**src/logic/fsc_pkg.sv**
```systemverilog
// fsc_pkg: register map, field layout, reset values and timing constants
// assumes: one bus clock domain, byte-wide registers on a plain port
package fsc_pkg;

    // ------------------------------------------------------------------
    // register map (chosen offsets)
    // ------------------------------------------------------------------
    localparam logic [3:0] ADDR_CLKDIV = 4'h0;
    localparam logic [3:0] ADDR_OPTIONS = 4'h1;
    localparam logic [3:0] ADDR_CONFIG = 4'h2;
    localparam logic [3:0] ADDR_PROTECT = 4'h3;
    localparam logic [3:0] ADDR_STATUS = 4'h4;
    localparam logic [3:0] ADDR_ERRCLR = 4'h5;
    localparam logic [3:0] ADDR_KEYCAP = 4'h6;

    // ------------------------------------------------------------------
    // field layout
    // ------------------------------------------------------------------
    localparam int CDIV_LOADED_BIT = 7;
    localparam int CDIV_PRESCALE_BIT = 6;
    localparam int OPT_BACKDOOR_KEY_ENABLE_BIT = 7;
    localparam int CFG_KEY_ACCESS_ENABLE_BIT = 5;
    localparam logic [7:0] CFG_WRITE_MASK = 8'hE0;
    localparam logic [1:0] SEC_UNSECURED = 2'h2;
    localparam int STAT_SECURE_BIT = 0;
    localparam int STAT_ACCERR_BIT = 1;
    localparam int STAT_PGM_EN_BIT = 2;
    localparam int STAT_DBG_EN_BIT = 3;
    localparam int STAT_BKGD_BIT = 4;

    // ------------------------------------------------------------------
    // reset values and sizes
    // ------------------------------------------------------------------
    localparam logic [7:0] CLKDIV_RST = 8'h00;
    localparam logic [7:0] CONFIG_RST = 8'h00;
    localparam logic [7:0] PROTECT_RST = 8'hFF;
    localparam int KEY_BYTES = 8;
    localparam logic [15:0] KEY_BASE = 16'hFFB0;
    localparam logic [15:0] VECTOR_BLOCK_BASE = 16'hFE00;
    localparam logic [2:0] PRESCALE_LAST = 3'h7;

endpackage : fsc_pkg

```
**src/logic/fsc_top.sv**
```systemverilog
// fsc_top: memory security gate, backdoor key unlock, blank-check unlock,
// protection register and write-once timing clock divider
// assumes: memory requests come from the core or debug controller on
// CLOCK; strap and background pin are asynchronous and get synchronised
`timescale 1ns/1ps

module fsc_top
    import fsc_pkg::*;
#(
    parameter int DIV_W = 6
)
(
    input wire logic CLOCK,
    input wire logic RST_B,
    input wire logic [3:0] REG_ADDR,
    input wire logic [7:0] REG_WDATA,
    input wire logic REG_WR,
    input wire logic REG_RD,
    input wire logic REG_FROM_DEBUG,
    output logic [7:0] REG_RDATA,
    input wire logic [7:0] NV_OPTIONS,
    input wire logic [7:0] NV_PROTECT,
    input wire logic [63:0] NV_KEY,
    input wire logic BKGD_PIN,
    input wire logic MEM_REQ,
    input wire logic MEM_WR,
    input wire logic [15:0] MEM_ADDR,
    input wire logic [7:0] MEM_WDATA,
    input wire logic MEM_TO_SECURE,
    input wire logic MEM_FROM_SECURE,
    input wire logic MEM_FROM_DEBUG,
    input wire logic [7:0] MEM_RDATA_IN,
    output logic MEM_GRANT,
    output logic MEM_WR_OUT,
    output logic [7:0] MEM_RDATA,
    input wire logic BLANK_OK,
    input wire logic BLANK_FROM_DEBUG,
    output logic SECURE,
    output logic DEBUG_EN_ALLOW,
    output logic BKGD_ENTRY,
    output logic PGM_ENABLE,
    output logic KEY_PROTECTED,
    output logic TIMING_PULSE,
    output logic ACCESS_ERROR
);
    import fsc_pkg::*;

    // ------------------------------------------------------------------
    // synchronisers and reset capture
    // ------------------------------------------------------------------
    logic bkgd_s1_r, bkgd_s2_r;
    logic loaded_r;
    logic [7:0] options_r;
    logic [7:0] protect_r;
    logic bkgd_low_r;

    // runs through reset: the strap level must sit in both flops
    // by the first edge after release, when it is captured
    always_ff @(posedge CLOCK)
    begin
        bkgd_s1_r <= BKGD_PIN;
        bkgd_s2_r <= bkgd_s1_r;
    end

    // option and protection bytes captured at first edge after release
    always_ff @(posedge CLOCK or negedge RST_B)
    begin
        if (!RST_B)
        begin
            loaded_r <= 1'b0;
            options_r <= 8'h00;
            protect_r <= PROTECT_RST;
            bkgd_low_r <= 1'b0;
        end
        else if (!loaded_r)
        begin
            loaded_r <= 1'b1;
            options_r <= NV_OPTIONS & 8'hC3;
            protect_r <= NV_PROTECT;
            bkgd_low_r <= ~bkgd_s2_r;
        end
        else if (REG_WR && REG_FROM_DEBUG && REG_ADDR == ADDR_PROTECT)
        begin
            protect_r <= REG_WDATA;
        end
    end

    // ------------------------------------------------------------------
    // security state
    // ------------------------------------------------------------------
    logic unlock_r;
    logic secure_nxt;
    logic key_unlock;

    assign secure_nxt = loaded_r && !unlock_r
        && options_r[1:0] != SEC_UNSECURED;

    // ------------------------------------------------------------------
    // configuration and key capture
    // ------------------------------------------------------------------
    logic [7:0] config_r;
    logic [63:0] key_buf_r;
    logic [7:0] key_seen_r;
    logic key_wr;
    logic [2:0] key_idx;

    assign key_idx = MEM_ADDR[2:0];
    assign key_wr = MEM_REQ && MEM_WR && config_r[CFG_KEY_ACCESS_ENABLE_BIT]
        && MEM_FROM_SECURE && !MEM_FROM_DEBUG
        && MEM_ADDR[15:3] == KEY_BASE[15:3];

    always_ff @(posedge CLOCK or negedge RST_B)
    begin
        if (!RST_B)
        begin
            config_r <= CONFIG_RST;
        end
        else if (REG_WR && REG_ADDR == ADDR_CONFIG)
        begin
            config_r <= REG_WDATA & CFG_WRITE_MASK;
        end
    end

    always_ff @(posedge CLOCK or negedge RST_B)
    begin
        if (!RST_B)
        begin
            key_buf_r <= 64'h0;
            key_seen_r <= 8'h00;
        end
        else if (key_wr)
        begin
            key_buf_r[key_idx*8 +: 8] <= MEM_WDATA;
            key_seen_r[key_idx] <= 1'b1;
        end
        else if (REG_WR && REG_ADDR == ADDR_CONFIG
                 && REG_WDATA[CFG_KEY_ACCESS_ENABLE_BIT])
        begin
            key_seen_r <= 8'h00;
        end
    end

    assign key_unlock = REG_WR && REG_ADDR == ADDR_CONFIG
        && config_r[CFG_KEY_ACCESS_ENABLE_BIT] && !REG_WDATA[CFG_KEY_ACCESS_ENABLE_BIT]
        && options_r[OPT_BACKDOOR_KEY_ENABLE_BIT] && key_seen_r == 8'hFF
        && key_buf_r == NV_KEY;

    always_ff @(posedge CLOCK or negedge RST_B)
    begin
        if (!RST_B)
        begin
            unlock_r <= 1'b0;
        end
        else if (key_unlock)
        begin
            unlock_r <= 1'b1;
        end
        else if (BLANK_OK && BLANK_FROM_DEBUG)
        begin
            unlock_r <= 1'b1;
        end
    end

    // ------------------------------------------------------------------
    // clock divider register
    // ------------------------------------------------------------------
    logic [7:0] clkdiv_r;

    always_ff @(posedge CLOCK or negedge RST_B)
    begin
        if (!RST_B)
        begin
            clkdiv_r <= CLKDIV_RST;
        end
        else if (REG_WR && REG_ADDR == ADDR_CLKDIV
                 && !clkdiv_r[CDIV_LOADED_BIT])
        begin
            clkdiv_r <= {1'b1, REG_WDATA[6:0]};
        end
    end

    // ------------------------------------------------------------------
    // timing clock generation
    // ------------------------------------------------------------------
    logic [2:0] pre_cnt_r;
    logic [DIV_W-1:0] div_cnt_r;
    logic pre_tick;
    logic div_tick;

    assign pre_tick = !clkdiv_r[CDIV_PRESCALE_BIT]
        || pre_cnt_r == PRESCALE_LAST;
    assign div_tick = pre_tick && div_cnt_r == clkdiv_r[DIV_W-1:0];

    always_ff @(posedge CLOCK or negedge RST_B)
    begin
        if (!RST_B)
        begin
            pre_cnt_r <= 3'h0;
        end
        else if (!clkdiv_r[CDIV_LOADED_BIT])
        begin
            pre_cnt_r <= 3'h0;
        end
        else
        begin
            pre_cnt_r <= pre_cnt_r + 3'h1;
        end
    end

    always_ff @(posedge CLOCK or negedge RST_B)
    begin
        if (!RST_B)
        begin
            div_cnt_r <= '0;
        end
        else if (!clkdiv_r[CDIV_LOADED_BIT] || div_tick)
        begin
            div_cnt_r <= '0;
        end
        else if (pre_tick)
        begin
            div_cnt_r <= div_cnt_r + 1'b1;
        end
    end

    always_ff @(posedge CLOCK or negedge RST_B)
    begin
        if (!RST_B)
        begin
            TIMING_PULSE <= 1'b0;
        end
        else
        begin
            TIMING_PULSE <= clkdiv_r[CDIV_LOADED_BIT] && div_tick;
        end
    end

    // ------------------------------------------------------------------
    // access error flag (set wins over clear)
    // ------------------------------------------------------------------
    logic err_set;

    assign err_set = MEM_REQ && MEM_WR && MEM_TO_SECURE && !key_wr
        && !clkdiv_r[CDIV_LOADED_BIT];

    always_ff @(posedge CLOCK or negedge RST_B)
    begin
        if (!RST_B)
        begin
            ACCESS_ERROR <= 1'b0;
        end
        else if (err_set)
        begin
            ACCESS_ERROR <= 1'b1;
        end
        else if (REG_WR && REG_ADDR == ADDR_ERRCLR
                 && REG_WDATA[STAT_ACCERR_BIT])
        begin
            ACCESS_ERROR <= 1'b0;
        end
    end

    // ------------------------------------------------------------------
    // memory access gate
    // ------------------------------------------------------------------
    logic blocked;

    assign blocked = secure_nxt && MEM_TO_SECURE
        && (!MEM_FROM_SECURE || MEM_FROM_DEBUG);

    always_ff @(posedge CLOCK or negedge RST_B)
    begin
        if (!RST_B)
        begin
            MEM_GRANT <= 1'b0;
            MEM_WR_OUT <= 1'b0;
            MEM_RDATA <= 8'h00;
        end
        else
        begin
            MEM_GRANT <= MEM_REQ && !blocked && !key_wr;
            MEM_WR_OUT <= MEM_REQ && MEM_WR && !blocked && !key_wr;
            MEM_RDATA <= blocked ? 8'h00 : MEM_RDATA_IN;
        end
    end

    // ------------------------------------------------------------------
    // status outputs
    // ------------------------------------------------------------------
    always_ff @(posedge CLOCK or negedge RST_B)
    begin
        if (!RST_B)
        begin
            SECURE <= 1'b1;
            DEBUG_EN_ALLOW <= 1'b0;
            BKGD_ENTRY <= 1'b0;
            PGM_ENABLE <= 1'b0;
            KEY_PROTECTED <= 1'b0;
        end
        else
        begin
            SECURE <= secure_nxt || !loaded_r;
            DEBUG_EN_ALLOW <= loaded_r && !secure_nxt;
            BKGD_ENTRY <= loaded_r && (!secure_nxt || bkgd_low_r);
            PGM_ENABLE <= clkdiv_r[CDIV_LOADED_BIT];
            KEY_PROTECTED <= !protect_r[0]
                && {protect_r[7:1], 9'h1FF} < VECTOR_BLOCK_BASE + 16'h1FF;
        end
    end

    // ------------------------------------------------------------------
    // register read port
    // ------------------------------------------------------------------
    always_ff @(posedge CLOCK or negedge RST_B)
    begin
        if (!RST_B)
        begin
            REG_RDATA <= 8'h00;
        end
        else if (REG_RD)
        begin
            unique case (REG_ADDR)
                ADDR_CLKDIV: REG_RDATA <= clkdiv_r;
                ADDR_OPTIONS: REG_RDATA <= options_r;
                ADDR_CONFIG: REG_RDATA <= config_r;
                ADDR_PROTECT: REG_RDATA <= protect_r;
                ADDR_STATUS: REG_RDATA <= {3'h0, bkgd_low_r,
                    !secure_nxt, clkdiv_r[CDIV_LOADED_BIT],
                    ACCESS_ERROR, secure_nxt};
                ADDR_KEYCAP: REG_RDATA <= key_seen_r;
                default: REG_RDATA <= 8'h00;
            endcase
        end
        else
        begin
            REG_RDATA <= 8'h00;
        end
    end

endmodule : fsc_top
```
**config.mk**
```make
export PLATFORM = sky130hd
export DESIGN_NAME = fsc_top
export DESIGN_NICKNAME = d
export VERILOG_FILES = /design/src/logic/fsc_pkg.sv /design/src/logic/fsc_top.sv
export SDC_FILE = /design/constraint.sdc
export NUM_CORES = 1
export LEC_CHECK = 0
export BUFFER_PORTS_ARGS = -buffer_cell sky130_fd_sc_hd__buf_2
export CORE_UTILIZATION = 54
export CTS_BUF_LIST = sky130_fd_sc_hd__clkbuf_4 sky130_fd_sc_hd__clkbuf_8 sky130_fd_sc_hd__clkbuf_16
export DETAILED_ROUTE_END_ITERATION = 8
export HOLD_SLACK_MARGIN = 0.06
export PLACE_DENSITY = 0.83
export SYNTH_ARGS = -nofsm -noshare
export SYNTH_HDL_FRONTEND = slang
export SYNTH_SLANG_ARGS = --single-unit
```
**constraint.sdc**
```tcl
create_clock -name CLOCK -period 2.06 [get_ports CLOCK]
set_input_delay 0.515 -clock CLOCK [delete_from_list [all_inputs] [get_ports CLOCK]]
set_output_delay 0.515 -clock CLOCK [all_outputs]
set_load 0.05 [all_outputs]
```
# Word-level counts from Yosys, hierarchy flattened
# Cells that the tools add are included.
# totals
elab_cells	121
out_inout_bits	25
input_bits	137
register_bits	134
# op_classes
n_reduce_logical	57
eq_ne	13
n_bitwise	2
order_cmp	3
muxes	17
addsub	3
n_shift	2
# ops
operator	count
64-bit bitwise mux	1
64-bit == test	1
8-bit by 34-bit variable shift with 64-bit output, first input constant	1
8-bit by 34-bit indexed part select with 64-bit output	1
8-bit 2-to-1 mux	6
8-bit case mux with 6 select lines	1
1-bit logical AND	36
6-bit negator with 34-bit output	1
16-bit less-than comparator, second input constant	1
13-bit == test, second input constant	1
4-bit by 3-bit == test with 1-bit output, second input constant	3
6-bit 2-to-1 mux	2
1-bit zero test	11
4-bit by 2-bit == test with 1-bit output, second input constant	2
8-bit == test, second input constant	1
8-bit OR	1
2-bit nonzero test	4
6-bit by 1-bit adder with 6-bit output, second input constant	1
6-bit == test	1
1-bit logical OR	5
1-bit 2-to-1 mux	5
4-bit by 1-bit == test with 1-bit output, second input constant	1
4-bit zero test	1
3-bit by 4-bit less-than comparator with 1-bit output, second input constant	1
8 further kinds	8

# Longest topological paths before layout
# Gate-level depths: netlist of the first run.
# depth
word_depth	9
depth_mapped	8

# Worst setup path after synthesis of the first run
# Ideal clock, no wire load.
# synth_timing
path_type	input-to-reg
from	in MEM_ADDR[0]
to	reg key_buf_r[32]
slack_ns	-0.404
arrival_ns	2.339
stages	8
path_buffers	3
cell_sequence	buf_2 > inv_2 > ha_1 > ha_1 > clkbuf_1 > and4_1 > buf_2 > mux2_2
# synth_between
elab_chain_len	3
word_cells_on_any_way	4
classes_between	1 x add/sub; 2 x shift; 1 x mux
# synth_lines
element	line_no	text
start: declaration	fsc_top.sv:27	input wire logic [15:0] MEM_ADDR,
6-bit negator with 34-bit output (*)	fsc_top.sv:133	key_buf_r[key_idx*8 +: 8] <= MEM_WDATA;
8-bit by 34-bit indexed part select with 64-bit output or 8-bit by 34-bit variable shift with 64-bit output (tied branches)	fsc_top.sv:133	
64-bit bitwise mux (*)	fsc_top.sv:133	
end signal: assignment	fsc_top.sv:128	key_buf_r <= 64'h0;
end signal: indexed assignment	fsc_top.sv:133	
end: declaration	fsc_top.sv:102	logic [63:0] key_buf_r;
# Mark *: on every way between the ends. The rest lies on a longest branch, timed or not.
# A chain may end at the register's enable or synchronous reset.

# Worst setup path in the final report of the first run
# layout_timing
from	reg config_r[5]
to	reg key_buf_r[34]
# layout_between
elab_chain_len	4
# layout_lines
element	line_no	text
start: declaration	fsc_top.sv:101	logic [7:0] config_r;
start signal: assignment	fsc_top.sv:120	config_r <= REG_WDATA & CFG_WRITE_MASK;
1-bit logical AND	fsc_top.sv:108	assign key_wr = MEM_REQ && MEM_WR && config_r[CFG_KEY_ACCESS_ENABLE_BIT]
1-bit logical AND (2 in a row)	fsc_top.sv:109	&& MEM_FROM_SECURE && !MEM_FROM_DEBUG
1-bit logical AND	fsc_top.sv:110	&& MEM_ADDR[15:3] == KEY_BASE[15:3];
# No other way between the ends.

==> run_results.csv, run 1 <==
group,metric,value,unit
worst_setup_path,path_max_fanout,8,
flow_run,cap_violations,0,
synthesis,synth-edff-count,0,
die,die_width,113,um
worst_setup_path,worstPathArrival,2.20,ns
sta,final_hold_viol_count,0,
grt,grt_pass1_vias,5398,
sta,fin_tns_setup,0,ns
pwr,p_leak,4.11,nW
pwr,peakVddDrop,0.573,mV
sta,slew_headroom,56.8,%
placement,port_buffers,157,
die,rows,39,
grt,grt_usage,28.7,%
synthesis,synth_top_area_share,46.7,%
synthesis,synth_cell_types,53,
worst_setup_path,start_kind,"flop",
synthesis,synth_seq_cells,134,
synthesis,yosys.area.top_type,"dfrtp_1",
synthesis,synth.cell_area,6590,sq um
routing,drtPass1Iterations,5,
worst_setup_path,end_kind,"flop",
grt,grt_util_met3,7.40,%
clock_tree,cts.sinks,134,
clock_tree,clk_latency,0.42,ns
routing,dr.first_iter.drc_count,211,
grt,grt_max_degree,47,
grt,use_met2,50.3,%
grt,met1_usage,33.3,%
die,die-area,12700,sq um
sta,finalMaxSlewViolations,0,
placement,routabilityCongestion,0.887,
die,die_y,113,um
routing,dr_total_vias,5024,
sta,rsz0062_at_grt,"false",
worst_setup_path,worstSetupPathType,"flop to flop",
synthesis,synthCells,541,
sta,period_share,92.2,%
finish,drive_gt1_share,43.2,%
routing,routed_wl,16900,um
clock_tree,cts_buffers,17,
finish,mostFrequentLayoutCells,"buf_2 (156), dfrtp_1 (123), mux2_2 (76)",
pwr,finalPower,6.78,mW
clock_tree,cts_htree_levels,4,
sta,timing.final.crit_period,1.90,ns
routing,postRouteAntennaNets,0,
synthesis,synth_fp_nets,687,
grt,antenna_found_initial,0,
sta,finClkSkew,0.00880,ns
clock_tree,clk_pin_slew,0.05,ns
routing,via_per_inst,5.64,
grt,grt.busiest_layer,"met2",
outcome,status,"finished, final reports clean",
synthesis,synthFlopType,"dfrtp_1",
sta,finalSetupViolCount,0,
placement,dpl.hpwl,12900,um
synthesis,syn_avg_cell_area,12.2,sq um
grt,grt_remaining_overflow,0,
routing,drc,0,
die,coreArea,11700,sq um
sta,worst_pin_slew,0.643,ns
pwr,powerDensity,810,nW/um^2
synthesis,synth_warnings,0,
synthesis,ys_seq_area_share,50.9,%
die,io_pins,162,
finish,diodes,0,
clock_tree,postCtsSetupBuffers,0,
clock_tree,cts_tree,"done",
finish,fin_nets,881,
finish,area_delta_synth_final,27.0,%
worst_hold_path,min_path_type,"input port to flop",
worst_setup_path,worstPathRequired,2.36,ns
synthesis,synthTopCellsByArea,"dfrtp_1 (47%), mux2_2 (13%), xnor2_1 (7.6%)",
finish,final_common_cell,"buf_2",
sta,fmax,526,MHz
routing,wl_per_cell,18.9,um
grt,grt_pass1_wl,27400,um
synthesis,synthArstFlopShare,98.5,%
clock_tree,cts-root-buf,"clkbuf_16",
die,start_util,56.5,%
clock_tree,ctsLongestPathBuffers,2,
Yosys cell counts (5+ instances only):
cell type  number
a21oi_1         8
a221oi_1        6
and2_1         33
buf_2           9
dfrtp_1       123
dfstp_2         9
ha_1            9
inv_1           8
mux2_2         76
mux2i_1         8
nand2_1        13
nand3_1         8
nand4_1        19
nor2_1         47
nor3_1          7
nor3b_1         5
nor4_1          7
o22ai_1         5
xnor2_1        57
xor2_1         18
per-stage QoR:
| step | area, sq um | worst slack, ns | utilization (%) | hold WS, ns | instances |
|---|---|---|---|---|---|
| global route | 8370 | 0.0709 | 71.8 | 0.185 | 891 |
| floorplan | 6630 | 0.0145 | - | 0.219 | 541 |
| CTS | 8370 | 0.138 | 71.7 | 0.189 | 891 |
| global placement | 7800 | -0.186 | 66.9 | 0.315 | 858 |
| detailed placement | 7800 | -0.231 | 66.9 | 0.312 | 858 |
| finish | 8370 | 0.160 | 71.8 | 0.203 | 891 |
power by group:
part / internal [mW] / total (mW) / switching [mW] / leakage, nW
combinational: 0.434 / 0.981 / 0.547 / 2.07
sequential: 2.83 / 2.99 / 0.165 / 1.74
clock: 1.77 / 2.81 / 1.04 / 0.289
worst max-delay path: stages (launching register included):
cell     delay (ns)
dfrtp_1        0.42
nand4_1        0.16
nor4_4         0.25
buf_4          0.20
and4_1         0.26
buf_12         0.15
mux2_2         0.33
sequential cells by signal, summed over array words and instances, names as in the netlist, 3 cells and up:
signal / flops
key_buf_r: 64
MEM_RDATA: 8
REG_RDATA: 8
clkdiv_r: 8
key_seen_r: 8
protect_r: 8
div_cnt_r: 6
options_r: 4
config_r: 3
pre_cnt_r: 3
repair_timing:
item	CTS	global route
endpoints found under the setup margin	0	6
resized for setup	0	1
endpoints found under the hold margin	17	0
hold buffers	1	0
area by class of cell:
cell class | count | area (sq um)
clock buffer | 28 | 539
inverter | 9 | 36.3
sequential | 134 | 3350
clock inverter | 4 | 20.0
timing repair buffer | 190 | 1100
tap | 143 | 179
multi-input combinational | 383 | 3140
fill | 773 | 3290
logic make-up (layout without fill, tap and decap cells):
kind of cell | count (synthesis) | after routing | synth area share, %
simple gates | 170 | 170 | 16.7
compound gates | 42 | 42 | 4.48
flops | 134 | 134 | 50.9
fa+ha+maj | 9 | 9 | 1.71
other cells | 1 | 1 | 0.0569
xor+xnor | 75 | 75 | 9.96
buf+inv | 24 | 231 | 1.71
mux | 86 | 86 | 14.5
path summary, 6_finish.rpt:
path                                         startpoint  slack, ns                   endpoint  depth (start not counted)
worst max-delay path            config_r[5]$_DFFE_PN0N_       0.16  key_buf_r[34]$_DFFE_PN0P_                          6
worst min-delay path                           BKGD_PIN       0.20          bkgd_s1_r$_DFF_P_                          1
worst max register to register  config_r[5]$_DFFE_PN0N_       0.16  key_buf_r[34]$_DFFE_PN0P_                          6
worst min register to register        bkgd_s1_r$_DFF_P_       0.35          bkgd_s2_r$_DFF_P_                          0
max in group asynchronous                         RST_B       0.86   protect_r[0]$_DFFE_PN1P_                          3
min in group asynchronous                         RST_B       0.54     MEM_RDATA[3]$_DFF_PN0_                          2
layer usage:
layer | vias to the layer above | share of wire [%]
li1 | 2305 | -
met1 | 2478 | 39
met2 | 200 | 52
met3 | 41 | 5.5
met4 | 0 | 3.4
met5 | - | 0
(Power assumes the default switching activity.)
==> run 2, diff against run 1 <==
Clock period 2.06 ns to 1.9 ns, I/O delays scaled along.
==> run 2 against run 1 <==
Compared with the run above:
- combinational power increased by 13%
- via count rose by 1.1%
- power increased by 21%
- sequential share of layout area is 0.95 points lower
- final cell count is 0.67% higher
- largest cell class unchanged
==> run_results.csv, run 2 (synthesized netlist as in run 1, its figures left out) <==
group,metric,value,unit
grt,grt_remaining_overflow,0,
finish,mostFrequentLayoutCells,"buf_2 (156), dfrtp_1 (123), mux2_2 (76)",
finish,largest_reg_flops,64,
finish,fin_nets,887,
outcome,status,"finished, final reports clean",
sta,finClkSkew,0.00646,ns
routing,postRouteAntennaNets,0,
die,io_pins,162,
clock_tree,cts.sinks,134,
worst_setup_path,reg2reg_depth,6,
grt,grt_max_degree,44,
die,coreArea,11700,sq um
finish,fin_util,73.5,%
clock_tree,postCtsSetupBuffers,0,
finish,area_delta_synth_final,30.1,%
pwr,powerDensity,957,nW/um^2
routing,via_per_inst,5.66,
placement,dpl.hpwl,13100,um
sta,rsz0062_at_grt,"false",
finish,max_flop_register,"key_buf_r",
finish,multi_input_area,3170,sq um
routing,drtPass1Iterations,5,
grt,grt_pass1_vias,5610,
routing,routed_wl,17400,um
worst_setup_path,worstPathArrival,2.08,ns
sta,finalMaxSlewViolations,0,
clock_tree,ctsLongestPathBuffers,2,
worst_hold_path,min_path_type,"input port to flop",
worst_hold_path,holdPathStages,1,
grt,grt_usage,29.7,%
worst_setup_path,start_kind,"flop",
die,start_util,56.5,%
finish,drive_gt1_share,43.9,%
pwr,p_leak,4.19,nW
sta,period_share,93.4,%
pwr,peakVddDrop,0.908,mV
placement,dpl.cell_count,864,
clock_tree,cts_tree,"done",
worst_setup_path,reg2reg_slack,0.13,ns
clock_tree,clk_pin_slew,0.06,ns
worst_setup_path,worstSetupPathType,"flop to flop",
placement,routabilityCongestion,0.907,
clock_tree,cts_htree_levels,4,
worst_setup_path,path_max_fanout,8,
sta,timing.final.crit_period,1.77,ns
clock_tree,cts-root-buf,"clkbuf_16",
finish,n_fill_cell,788,
sta,fmax,563,MHz
pwr,finalPower,8.20,mW
sta,finalSetupViolCount,0,
worst_setup_path,worstPathRequired,2.21,ns
finish,instances_no_fill,897,
grt,antenna_found_initial,0,
placement,port_buffers,157,
finish,stdcell_area,8580,sq um
grt,grt_pass1_wl,28200,um
clock_tree,cts_buffers,17,
sta,final_hold_viol_count,0,
die,die_y,113,um
die,die_width,113,um
finish,regArea,3350,sq um
flow_run,cap_violations,0,
sta,slew_headroom,58.2,%
sta,worst_pin_slew,0.623,ns
finish,final_common_cell,"buf_2",
die,rows,39,
finish,diodes,0,
routing,wl_per_cell,19.4,um
die,die-area,12700,sq um
routing,dr_total_vias,5079,
routing,dr.first_iter.drc_count,243,
placement,placed_area,7860,sq um
sta,whs,0.152,ns
clock_tree,clk_latency,0.43,ns
routing,drc,0,
worst_setup_path,end_kind,"flop",
[run 2: cell count changes in the layout (fill, tap and decap cells not counted), sizes merged]
| cell | delta |
|---|---|
| clkbuf | -4 |
| buf | +6 |
| clkinv | -2 |
| bufinv | +6 |
[run 2: layout make-up]
cell class                 instances  area share [%]
sequential                       134            39.1
multi-input combinational        383            37.0
timing repair buffer             196            13.2
clock buffer                      24            5.94
clock inverter                     8            2.22
tap                              143            2.09
inverter                           9           0.452
[run 2: path summary, 6_finish.rpt]
path / start / end
min in group asynchronous: RST_B / div_cnt_r[4]$_DFFE_PN0P_
min: BKGD_PIN / bkgd_s1_r$_DFF_P_
max in group asynchronous: RST_B / protect_r[7]$_DFFE_PN1P_
min reg2reg: bkgd_s1_r$_DFF_P_ / bkgd_s2_r$_DFF_P_
max: config_r[5]$_DFFE_PN0N_ / key_buf_r[32]$_DFFE_PN0P_
max reg2reg: config_r[5]$_DFFE_PN0N_ / key_buf_r[32]$_DFFE_PN0P_
[run 2: metal layers]
layer	global-route usage, %	routed length [um]
met4	14.2	561
met1	32.4	6620
met5	0	0
met2	53.2	9150
met3	8.64	1070
[run 2: what timing repair did]
| item | in CTS | in global routing |
|---|---|---|
| hold buffers | 1 | 0 |
| resized for setup | 0 | 2 |
| hold endpoints to repair | 12 | 0 |
| setup endpoints to repair | 0 | 17 |
[run 2: stage by stage]
stage	setup TNS, ns	setup slack, ns
floorplan	-0.214	-0.0246
global placement	-15.00	-0.391
detailed placement	-16.16	-0.373
CTS	0	0.0570
global route	0	0.0106
finish	0	0.125
[run 2: worst max-delay path: stages, from the launching register on]
cell and delay, ns:
dfrtp_1 0.36, nand4_1 0.13, nor4_4 0.24, buf_4 0.20, and4_1 0.25, buf_12 0.14
mux2_2 0.34
[run 2: report_power, final]
part	total (mW)	internal (mW)	leakage, nW	switching, mW
Combinational	1.11	0.490	2.10	0.617
Clock	3.85	2.66	0.347	1.19
Sequential	3.25	3.06	1.74	0.184
